==> src/rtl/hwd_defs.svh <==
/*
 Constants for the two-mode hardware watchdog: register offsets,
 field positions, reset values and timing counts.
 Assumes a 50 MHz system clock and a 32-bit AXI4-Lite register bus.
*/
`ifndef HWD_DEFS_SVH
`define HWD_DEFS_SVH

`define HWD_OFS_SERVICE   8'h00
`define HWD_OFS_CTRL      8'h04
`define HWD_OFS_PERIOD    8'h08
`define HWD_OFS_STATUS    8'h0C
`define HWD_OFS_IRQ_STAT  8'h10
`define HWD_OFS_IRQ_MASK  8'h14
`define HWD_OFS_COUNT     8'h18

// Control fields
`define HWD_CTRL_EVT_LSB  0
`define HWD_CTRL_SAFE_BIT 2

// Status fields
`define HWD_ST_SAFE_BIT   0
`define HWD_ST_RUN_BIT    1
`define HWD_ST_OVR_BIT    2

// Interrupt status fields
`define HWD_IRQ_EXPIRE    0
`define HWD_IRQ_BADSVC    1

`define HWD_SERVICE_KEY   32'hA55A_5AA5
`define HWD_PERIOD_RST    32'h0016_E360

`define HWD_CLK_HZ        50000000
`define HWD_RECOVER_US    250
`define HWD_RECOVER_CYC   ((`HWD_RECOVER_US * (`HWD_CLK_HZ / 1000000)))

`endif

==> src/rtl/hwd_pkg.sv <==
/*
 Types for the two-mode hardware watchdog.
 Assumes the constants of hwd_defs.svh.
*/
package hwd_pkg;
	// Action taken on expiry; off disables the watchdog
	typedef enum logic [1:0]
	{
		HWD_EVT_OFF   = 2'b00,
		HWD_EVT_IRQ   = 2'b01,
		HWD_EVT_RESET = 2'b10,
		HWD_EVT_BOTH  = 2'b11
	} hwd_event_e;

	typedef enum logic [1:0]
	{
		HWD_IDLE    = 2'b00,
		HWD_RUN     = 2'b01,
		HWD_RECOVER = 2'b11
	} hwd_state_e;
endpackage

==> src/rtl/hwd_watchdog.sv <==
/*
 Two-mode hardware watchdog with an AXI4-Lite register slave.
 Assumes one 50 MHz clock, an active-low asynchronous reset and a
 processor that services by writing a fixed key word.
*/
// The implementer's own choices: the AXI4-Lite interface to the registers and the placing of the registers.
// Contract
// - Period elapsing without valid service triggers the configured event.
// - Two modes exist: locked safety mode and reduced-safety flexible mode.
// - In flexible mode event, period and mode can change at runtime.
// - Event setting chooses expiry action; one setting disables the watchdog.
// - Safety mode keeps chosen settings; later changes and exits are refused.
// - After power-up: flexible mode, watchdog disabled.
// - Expiry can be configured to raise a processor interrupt.
// - Interrupt can be polled or routed to the interrupt controller.
// - Interrupt stays latched until the processor acknowledges it.
// - Interrupt mask gates propagation only, not timer or latch.
// - After expiry, recovery lasts 250 us then a new cycle starts.
// - Valid service during recovery ends it and restarts the cycle.
`timescale 1ns/1ps
`default_nettype none
`include "hwd_defs.svh"

module hwd_watchdog #(
	parameter int unsigned RECOVER_CYC = `HWD_RECOVER_CYC
)(
	input  wire logic        sys_clk,
	input  wire logic        resetn,
	input  wire logic [7:0]  s_axi_awaddr,
	input  wire logic        s_axi_awvalid,
	output logic             s_axi_awready,
	input  wire logic [31:0] s_axi_wdata,
	input  wire logic [3:0]  s_axi_wstrb,
	input  wire logic        s_axi_wvalid,
	output logic             s_axi_wready,
	output logic [1:0]       s_axi_bresp,
	output logic             s_axi_bvalid,
	input  wire logic        s_axi_bready,
	input  wire logic [7:0]  s_axi_araddr,
	input  wire logic        s_axi_arvalid,
	output logic             s_axi_arready,
	output logic [31:0]      s_axi_rdata,
	output logic [1:0]       s_axi_rresp,
	output logic             s_axi_rvalid,
	input  wire logic        s_axi_rready,
	output logic             irq,
	output logic             wdt_reset_req
);
	logic              rst_s1_q;
	logic              rst_n;
	logic              aw_held_q;
	logic [7:0]        awaddr_q;
	logic              w_held_q;
	logic [31:0]       wdata_q;
	logic [3:0]        wstrb_q;
	logic              wr_go;
	logic              wr_ok;
	logic              rd_go;
	hwd_pkg::hwd_event_e evt_q;
	logic              safe_q;
	logic [31:0]       period_q;
	hwd_pkg::hwd_state_e state_q;
	logic [31:0]       cnt_q;
	logic [1:0]        ist_q;
	logic [1:0]        imask_q;
	logic              svc_good;
	logic              svc_bad;
	logic              expire;
	logic              cfg_wr;
	logic [31:0]       rd_d;
	logic              rd_ok;

	always_ff @(posedge sys_clk or negedge resetn)
	begin
		if (!resetn)
		begin
			rst_s1_q <= 1'b0;
			rst_n    <= 1'b0;
		end
		else
		begin
			rst_s1_q <= 1'b1;
			rst_n    <= rst_s1_q;
		end
	end

	// Write channel: address and data taken in either order
	assign wr_go = aw_held_q && w_held_q && !s_axi_bvalid;
	assign wr_ok = awaddr_q[1:0] == 2'b00 && awaddr_q <= `HWD_OFS_COUNT;

	// Address half; held until the pair is consumed
	always_ff @(posedge sys_clk or negedge rst_n)
	begin
		if (!rst_n)
		begin
			aw_held_q     <= 1'b0;
			awaddr_q      <= 8'h00;
			s_axi_awready <= 1'b0;
		end
		else
		begin
			s_axi_awready <= !aw_held_q && !s_axi_awready && s_axi_awvalid;
			if (s_axi_awvalid && s_axi_awready)
			begin
				awaddr_q <= s_axi_awaddr;
			end
			if (wr_go)
			begin
				aw_held_q <= 1'b0;
			end
			else if (s_axi_awvalid && s_axi_awready)
			begin
				aw_held_q <= 1'b1;
			end
		end
	end

	// Data half; strobes kept so a torn word can be told apart
	always_ff @(posedge sys_clk or negedge rst_n)
	begin
		if (!rst_n)
		begin
			w_held_q     <= 1'b0;
			wdata_q      <= 32'h0000_0000;
			wstrb_q      <= 4'h0;
			s_axi_wready <= 1'b0;
		end
		else
		begin
			s_axi_wready <= !w_held_q && !s_axi_wready && s_axi_wvalid;
			if (s_axi_wvalid && s_axi_wready)
			begin
				wdata_q <= s_axi_wdata;
				wstrb_q <= s_axi_wstrb;
			end
			if (wr_go)
			begin
				w_held_q <= 1'b0;
			end
			else if (s_axi_wvalid && s_axi_wready)
			begin
				w_held_q <= 1'b1;
			end
		end
	end

	// Response follows both halves and stands until taken
	always_ff @(posedge sys_clk or negedge rst_n)
	begin
		if (!rst_n)
		begin
			s_axi_bvalid <= 1'b0;
			s_axi_bresp  <= 2'b00;
		end
		else if (wr_go)
		begin
			s_axi_bvalid <= 1'b1;
			s_axi_bresp  <= wr_ok ? 2'b00 : 2'b10;
		end
		else if (s_axi_bvalid && s_axi_bready)
		begin
			s_axi_bvalid <= 1'b0;
		end
	end

	// Full-word writes only for service, so a torn key never counts
	assign svc_good = wr_go && awaddr_q == `HWD_OFS_SERVICE
		&& wstrb_q == 4'hF && wdata_q == `HWD_SERVICE_KEY;
	assign svc_bad = wr_go && awaddr_q == `HWD_OFS_SERVICE && !svc_good;
	assign cfg_wr = wr_go && !safe_q && wstrb_q[0];
	// A good service on the last count wins over expiry
	assign expire = state_q == hwd_pkg::HWD_RUN && cnt_q == 32'h0000_0000
		&& !svc_good;

	// Configuration and mode
	always_ff @(posedge sys_clk or negedge rst_n)
	begin
		if (!rst_n)
		begin
			evt_q    <= hwd_pkg::HWD_EVT_OFF;
			safe_q   <= 1'b0;
			period_q <= `HWD_PERIOD_RST;
		end
		else if (cfg_wr)
		begin
			if (awaddr_q == `HWD_OFS_CTRL)
			begin
				evt_q  <= hwd_pkg::hwd_event_e'(
					wdata_q[`HWD_CTRL_EVT_LSB +: 2]);
				safe_q <= wdata_q[`HWD_CTRL_SAFE_BIT];
			end
			else if (awaddr_q == `HWD_OFS_PERIOD && wstrb_q == 4'hF)
			begin
				period_q <= wdata_q;
			end
		end
	end

	// Timer state machine
	always_ff @(posedge sys_clk or negedge rst_n)
	begin
		if (!rst_n)
		begin
			state_q <= hwd_pkg::HWD_IDLE;
			cnt_q   <= 32'h0000_0000;
		end
		else if (evt_q == hwd_pkg::HWD_EVT_OFF)
		begin
			state_q <= hwd_pkg::HWD_IDLE;
			cnt_q   <= period_q;
		end
		else
		begin
			unique case (state_q)
				hwd_pkg::HWD_IDLE:
				begin
					state_q <= hwd_pkg::HWD_RUN;
					cnt_q   <= period_q;
				end
				hwd_pkg::HWD_RUN:
				begin
					if (svc_good)
					begin
						cnt_q <= period_q;
					end
					else if (expire)
					begin
						state_q <= hwd_pkg::HWD_RECOVER;
						cnt_q   <= RECOVER_CYC - 32'd1;
					end
					else
					begin
						cnt_q <= cnt_q - 32'd1;
					end
				end
				hwd_pkg::HWD_RECOVER:
				begin
					if (svc_good || cnt_q == 32'h0000_0000)
					begin
						state_q <= hwd_pkg::HWD_RUN;
						cnt_q   <= period_q;
					end
					else
					begin
						cnt_q <= cnt_q - 32'd1;
					end
				end
				default:
				begin
					state_q <= hwd_pkg::HWD_IDLE;
				end
			endcase
		end
	end

	// Latched interrupt status; set wins over write-one-to-clear
	generate
		for (genvar i = 0; i < 2; i++)
		begin : g_ist
			logic set_i;
			assign set_i = (i == `HWD_IRQ_EXPIRE) ? (expire
				&& evt_q[0]) : svc_bad;
			always_ff @(posedge sys_clk or negedge rst_n)
			begin
				if (!rst_n)
					ist_q[i] <= 1'b0;
				else if (set_i)
					ist_q[i] <= 1'b1;
				else if (wr_go && awaddr_q == `HWD_OFS_IRQ_STAT
					&& wstrb_q[0] && wdata_q[i])
					ist_q[i] <= 1'b0;
			end
		end
	endgenerate

	always_ff @(posedge sys_clk or negedge rst_n)
	begin
		if (!rst_n)
			imask_q <= 2'b00;
		else if (wr_go && awaddr_q == `HWD_OFS_IRQ_MASK && wstrb_q[0])
			imask_q <= wdata_q[1:0];
	end

	// Mask gates only the pin; latch and timer run on
	always_ff @(posedge sys_clk or negedge rst_n)
	begin
		if (!rst_n)
			irq <= 1'b0;
		else
			irq <= |(ist_q & imask_q);
	end

	always_ff @(posedge sys_clk or negedge rst_n)
	begin
		if (!rst_n)
			wdt_reset_req <= 1'b0;
		else
			wdt_reset_req <= expire && evt_q[1];
	end

	// Read channel
	assign rd_go = s_axi_arvalid && s_axi_arready;
	always_comb
	begin
		rd_ok = 1'b1;
		rd_d  = 32'h0000_0000;
		unique case (s_axi_araddr)
			`HWD_OFS_SERVICE:  rd_d = 32'h0000_0000;
			`HWD_OFS_CTRL:     rd_d = {29'h0, safe_q, evt_q};
			`HWD_OFS_PERIOD:   rd_d = period_q;
			`HWD_OFS_STATUS:   rd_d = {29'h0,
				state_q == hwd_pkg::HWD_RECOVER,
				state_q != hwd_pkg::HWD_IDLE, safe_q};
			`HWD_OFS_IRQ_STAT: rd_d = {30'h0, ist_q};
			`HWD_OFS_IRQ_MASK: rd_d = {30'h0, imask_q};
			`HWD_OFS_COUNT:    rd_d = cnt_q;
			default:           rd_ok = 1'b0;
		endcase
	end

	always_ff @(posedge sys_clk or negedge rst_n)
	begin
		if (!rst_n)
		begin
			s_axi_arready <= 1'b0;
			s_axi_rvalid  <= 1'b0;
			s_axi_rdata   <= 32'h0000_0000;
			s_axi_rresp   <= 2'b00;
		end
		else
		begin
			s_axi_arready <= !s_axi_arready && !s_axi_rvalid
				&& s_axi_arvalid;
			if (rd_go)
			begin
				s_axi_rvalid <= 1'b1;
				s_axi_rdata  <= rd_d;
				s_axi_rresp  <= rd_ok ? 2'b00 : 2'b10;
			end
			else if (s_axi_rvalid && s_axi_rready)
			begin
				s_axi_rvalid <= 1'b0;
			end
		end
	end
endmodule

`default_nettype wire

==> config.mk <==
export PLATFORM = sky130hd
export DESIGN_NAME = hwd_watchdog
export DESIGN_NICKNAME = d
export VERILOG_FILES = /design/src/rtl/hwd_pkg.sv /design/src/rtl/hwd_watchdog.sv
export VERILOG_INCLUDE_DIRS = /design/src /design/src/rtl
export SDC_FILE = /design/constraint.sdc
export NUM_CORES = 1
export LEC_CHECK = 0
export BUFFER_PORTS_ARGS = -buffer_cell sky130_fd_sc_hd__buf_2
export CORE_MARGIN = 5
export CORE_UTILIZATION = 58
export DETAILED_ROUTE_END_ITERATION = 12
export GPL_ROUTABILITY_DRIVEN = 0
export PLACE_DENSITY = 0.88
export SLEW_MARGIN = 5
export SYNTH_ARGS = -nofsm -noshare
export SYNTH_HDL_FRONTEND = slang
export SYNTH_SLANG_ARGS = --single-unit
==> constraint.sdc <==
create_clock -name sys_clk -period 6.46 [get_ports sys_clk]
set_clock_uncertainty 0.2 [all_clocks]
set_input_delay 0.969 -clock sys_clk [delete_from_list [all_inputs] [get_ports sys_clk]]
set_output_delay 0.969 -clock sys_clk [all_outputs]
set_load 0.05 [all_outputs]
# After elaboration in Yosys (flattened, before gate mapping)
# Cells that the tools add are included.
dict set report totals {
  output_inout_bits 43
  latchBits 0
  rom_bits 0
  reg_bits 164
  in_bits 59
  elab_cells 132
  mem_count 0
  ram_bits 0
}
dict set report classes {
  order_cmp 1
  addsub 1
  bitwise 2
  n_mux 26
  multipliers 0
  n_reduce_logical 60
  div 0
  eq_ne 17
  n_shift 0
}
# op n
set ops {}
lappend ops {{$pmux W32 S6} 1}
lappend ops {{$mux W32} 4}
lappend ops {{$pmux W32 S3} 1}
lappend ops {{$eq A8 B5 Y1 const B} 5}
lappend ops {{$eq A32 B32 Y1 const B} 1}
lappend ops {{$logic_not A32 Y1} 1}
lappend ops {{$sub A32 B1 Y32 const B} 1}
lappend ops {{$logic_and A1 B1 Y1} 31}
lappend ops {{$eq A8 B4 Y1 const B} 3}
lappend ops {{$eq A8 B3 Y1 const B} 2}
lappend ops {{$logic_not A8 Y1} 2}
lappend ops {{$reduce_bool A2 Y1} 7}
lappend ops {{$mux W1} 13}
lappend ops {{$mux W2} 6}
lappend ops {{$logic_not A1 Y1} 9}
lappend ops {{$le A8 B5 Y1 const B} 1}
lappend ops {{$reduce_or A7 Y1} 1}
lappend ops {{$logic_not A2 Y1} 3}
lappend ops {{$ne A3 B2 Y1 const B} 2}
lappend ops {{$pmux W2 S3} 1}
lappend ops {{$reduce_and A3 Y1} 2}
lappend ops {{$eq A4 B4 Y1 const B} 1}
lappend ops {{$reduce_bool A4 Y1} 1}
lappend ops {{$ne A3 B3 Y1 const B} 1}
lappend ops {{other kinds (7)} 7}

# Longest topological paths before layout
dict set report depth {
  depth_word 11
  ltp_mapped 11
  ltp_nobuf 9
}

# Worst setup path after synthesis
# No wires, ideal clock.
dict set report synth_timing {
  path_kind {register -> register}
  startpoint {register awaddr_q[0]}
  endpoint {register cnt_q[26]}
  t_arrival_ns 2.737
  slack_ns 3.441
  t_required_ns 6.178
  stages_incl_launch_ff 8
  synth_period_minus_slack_ns 3.019
  path_buffers 0
  setup_ns 0.082
  path_cell_list {dfrtp_1 > or4_4 > or4b_4 > or4_4 > a21oi_2 > o21ai_1 > or3_1 > a31oi_1}
}
dict set report synth_between {
  elab_chain_len 10
  elab_cells_between_ends 12
  cone_classes {mux (5); reduce/logical (7)}
}
# element line_no
set synth_rtl {}
lappend synth_rtl {{start, declared} hwd_watchdog.sv:52} ;# logic [7:0] awaddr_q;
lappend synth_rtl {{start signal, assigned} hwd_watchdog.sv:105} ;# awaddr_q <= s_axi_awaddr;
lappend synth_rtl {{$logic_not A8 Y1 (no line) (*)} --}
lappend synth_rtl {{$logic_and A1 B1 Y1 (no line) (*)} --}
lappend synth_rtl {{$logic_and A1 B1 Y1 (*)} hwd_watchdog.sv:167} ;# assign svc_good = wr_go && awaddr_q == `HWD_OFS_SERVICE
lappend synth_rtl {{$logic_and A1 B1 Y1 (no line) (*)} --}
lappend synth_rtl {{$logic_not A1 Y1} hwd_watchdog.sv:173} ;# && !svc_good;
lappend synth_rtl {{$logic_and A1 B1 Y1} hwd_watchdog.sv:173}
lappend synth_rtl {{$mux W32} hwd_watchdog.sv:226} ;# else if (expire)
lappend synth_rtl {{$mux W32} hwd_watchdog.sv:222} ;# if (svc_good)
lappend synth_rtl {{$pmux W32 S3 (*)} hwd_watchdog.sv:214} ;# unique case (state_q)
lappend synth_rtl {{$mux W32 (*)} hwd_watchdog.sv:207} ;# else if (evt_q == hwd_pkg::HWD_EVT_OFF)
lappend synth_rtl {{end signal, assigned} hwd_watchdog.sv:210} ;# cnt_q <= period_q;
lappend synth_rtl {{end signal, assigned} hwd_watchdog.sv:224} ;# cnt_q <= period_q;
lappend synth_rtl {{end signal, assigned} hwd_watchdog.sv:229} ;# cnt_q <= RECOVER_CYC - 32'd1;
lappend synth_rtl {{end, declared} hwd_watchdog.sv:63} ;# logic [31:0] cnt_q;
# Mark *: on every way between the ends. The rest lies on a longest branch, timed or not.
# A chain may end at the register's enable or synchronous reset.

# Worst setup path in the final report
dict set report layout_timing {
  startpoint {register cnt_q[0]}
  endpoint {register cnt_q[13]}
}
dict set report layout_between {
  elab_chain_len 7
  elab_cells_between_ends 10
  cone_classes {add/sub (1); mux (5); reduce/logical (4)}
}
# element line_no
set layout_rtl {}
lappend layout_rtl {{start signal, assigned} hwd_watchdog.sv:210}
lappend layout_rtl {{start signal, assigned} hwd_watchdog.sv:218} ;# cnt_q <= period_q;
lappend layout_rtl {{start signal, assigned} hwd_watchdog.sv:224}
lappend layout_rtl {{branches (longest 5 deep; another with $sub A32 B1 Y32)} --}
lappend layout_rtl {{$pmux W32 S3 (*)} hwd_watchdog.sv:214}
lappend layout_rtl {{$mux W32 (*)} hwd_watchdog.sv:207}
# Mark *: on every way between the ends.

==> results_dict.tcl <==
set metrics [dict create \
    status "complete, no violations" \
    cap_viol_max_count 0 \
    r2r_end "cnt_q[13]" \
    cp.arrival_ns 4.06 \
    grt-ovfl-total 0 \
    drtPass1Iterations 5 \
    leakage_nw 4.15 \
    htree_num_levels 4 \
    yosysWarnings 0 \
    fmax_mhz 254 \
    syn_inst 757 \
    vias_per_cell 6.38 \
    min_period_over_period_pct 61.0 \
    synth.yosys.seq_area_share_pct 51.3 \
    cts.repair.resized 0 \
    drt_iter0_markers 691 \
    grt_start_max_net_pins 86 \
    path_class "flip-flop to flip-flop" \
    rrSetupSlack_ns 2.52 \
    start_kind "flip-flop" \
    crit_family "simple AND/OR/NAND/NOR gates" \
    core_sq_um 13300 \
    syn_area_per_cell_sq_um 10.5 \
    track_usage_pct 25.6 \
    wl_per_cell_um 19.7 \
    place_inst 996 \
    crit_chain "inv_1 > ha_1 > nor4b_1 > nand4_1 > nor4_2 > nor2_2 > a221oi_1 > a21oi_1 > o31ai_1" \
    synth-main-ff-cell "dfrtp_1" \
    dpl_cell_area_sq_um 8530 \
    ys_ff_latch 162 \
    async_flop_share_pct 100 \
    ir_drop_uv 345 \
    yosysTopAreaCell "dfrtp_1" \
    synth_area_sq_um 7920 \
    yosys-top-cells-area "dfrtp_1, mux2_2, o21ai_0, nand2_1, dfstp_2" \
    dp_slack_ns 2.70 \
    tritoncts "yes" \
    fin_area_sq_um 9130 \
    drc 0 \
    cts_hold_buf 0 \
    p_per_area_nw_per_um2 312 \
    cts_sinks 162 \
    ys_types 63 \
    crit_fanout 12 \
    grt_pass1_wl_um 33000 \
    num_vias 6555 \
    hpwl_um 13900 \
    clkTransAtPathRegs_ns 0.06 \
    layout_commonest_cell "dfrtp_1" \
    antenna_found_initial 0 \
    die_x_um 127 \
    worst_pin_slew_ns 1.10 \
    worst_r2r_path_depth 9 \
    clk_latency_ns 0.43 \
    whs_ns 0.118 \
    drive_gt1_share_pct 28.9 \
    r2r-start "cnt_q[0]" \
    post_cts_buffers 0 \
    io_pins 102 \
    grt_pass1_vias 6466 \
    finalWirelength_um 20300 \
    floorplan.initialDensity_pct 59.6 \
    cts_buffers 17 \
    area_growth_pct 15.2 \
    final_cell_count_no_fill 1028 \
    synth.top_cell.area_share_pct 48.0 \
    worst-path-buf-inv 1 \
    setup_tns_ns 0 \
    finalSetupViolations 0 \
    diodes 0 \
    end_kind "flip-flop" \
    fp.dieH_um 127 \
    place.port_buffers 99 \
    finalHoldViolCount 0 \
    synth-edff-count 0 \
    setup_ws_ns 2.52 \
    final.min_clock_period_ns 3.94 \
    slowest_delay_ns 0.77 \
    hold_class "input pin to asynchronous set/reset pin" \
    final_max_slew_viol_count 0 \
    ant_nets 0 \
    cts-root-buf "clkbuf_16" \
    dieArea_sq_um 16100 \
    rsz0062_at_grt "no" \
    fin_nets 903 \
    slew_headroom_pct 26.3 \
    cp.required_ns 6.58 \
    placementRows 42 \
    final_cell_mix "dfrtp_1, buf_2, mux2_2" \
    slowest_stage "nor4_2" \
    cts.path.max_buffers 2 \
]
## cells by family (layout without fill, tap and decap cells)
group,Yosys count,in the layout,synth area share (%)
AO/OA/AOI/OAI,202,202,16.1
flip-flops,162,162,51.3
XOR/XNOR,12,12,1.33
AND/OR/NAND/NOR,228,228,15.1
buffers and inverters,60,154,3.14
multiplexers,86,86,12.2
adder cells (fa/ha/maj),5,5,0.790
other,2,3,0.0948
## power breakdown
group          switching [W]  internal, W
clock               0.000411     0.000603
combinational       0.000242     0.000229
sequential          0.000170      0.00119
## metrics by stage
stage | power [W] | util (%)
after CTS | 0.00285 | 68.6
final | 0.00284 | 68.6
after global routing | 0.00296 | 68.6
after global placement | 0.00180 | 64.1
after floorplan | 0.00168 | -
after detailed placement | 0.00184 | 64.1
## synth_stat cells, drive strengths merged, types with 4 or more instances
| cell type | number |
|---|---|
| dfrtp | 152 |
| mux2 | 82 |
| nand2 | 71 |
| o21ai | 71 |
| nor2 | 46 |
| clkbuf | 36 |
| a22oi | 34 |
| a21oi | 32 |
| nor3 | 28 |
| inv | 14 |
| nand3 | 12 |
| nor4 | 11 |
| o22ai | 11 |
| buf | 10 |
| dfstp | 10 |
| a31oi | 9 |
| and2 | 8 |
| nor4bb | 8 |
| or4 | 8 |
| or3 | 7 |
| a21o | 6 |
| nor3b | 6 |
| xnor2 | 6 |
| xor2 | 6 |
| a221oi | 5 |
| a32oi | 5 |
| ha | 5 |
| and3 | 4 |
| mux2i | 4 |
| nor4b | 4 |
## how the worst max path moves through the flow
| stage | from | endpoint | slack, ns | cells past startpoint |
|---|---|---|---|---|
| floorplan | rst_n | aw_held_q | 1.43 | 0 |
| global placement | cnt_q[0] | cnt_q[31] | 2.87 | 9 |
| detailed placement | cnt_q[0] | cnt_q[31] | 2.70 | 9 |
| CTS | cnt_q[0] | cnt_q[13] | 2.62 | 9 |
| global route | cnt_q[0] | cnt_q[13] | 2.08 | 9 |
| finish | cnt_q[0] | cnt_q[13] | 2.52 | 9 |
## layer usage
metal | track usage, % | vias to the layer above | share of wire [%]
li1 | - | 2958 | -
met1 | 35.1 | 3156 | 41
met2 | 39.0 | 374 | 46
met3 | 6.85 | 67 | 10
met4 | 10.5 | 0 | 3.2
met5 | 0 | - | 0
## worst register-to-register path: stages, from the launching register on
cell and delay, ns:
dfrtp_1 0.44, inv_1 0.11, ha_1 0.21, nor4b_1 0.50
nand4_1 0.55, nor4_2 0.77, nor2_2 0.23, a221oi_1 0.40
a21oi_1 0.13, o31ai_1 0.31
## state kept, by name, summed over array words and instances (netlist names), 2 cells and up
register	count
period_q	32
imask_q	2
ist_q	2
s_axi_rdata	32
wstrb_q	4
awaddr_q	8
wdata_q	32
evt_q	2
cnt_q	32
state_q	2
## area by class of cell
type / instances / area (sq um)
multi-input combinational: 536 / 3620
clock buffer: 22 / 474
clock inverter: 10 / 124
timing repair buffer: 108 / 563
sequential: 162 / 4070
fill: 1001 / 4170
inverter: 14 / 52.6
tap: 176 / 220
Note: power is estimated with default switching activity, not from simulation.
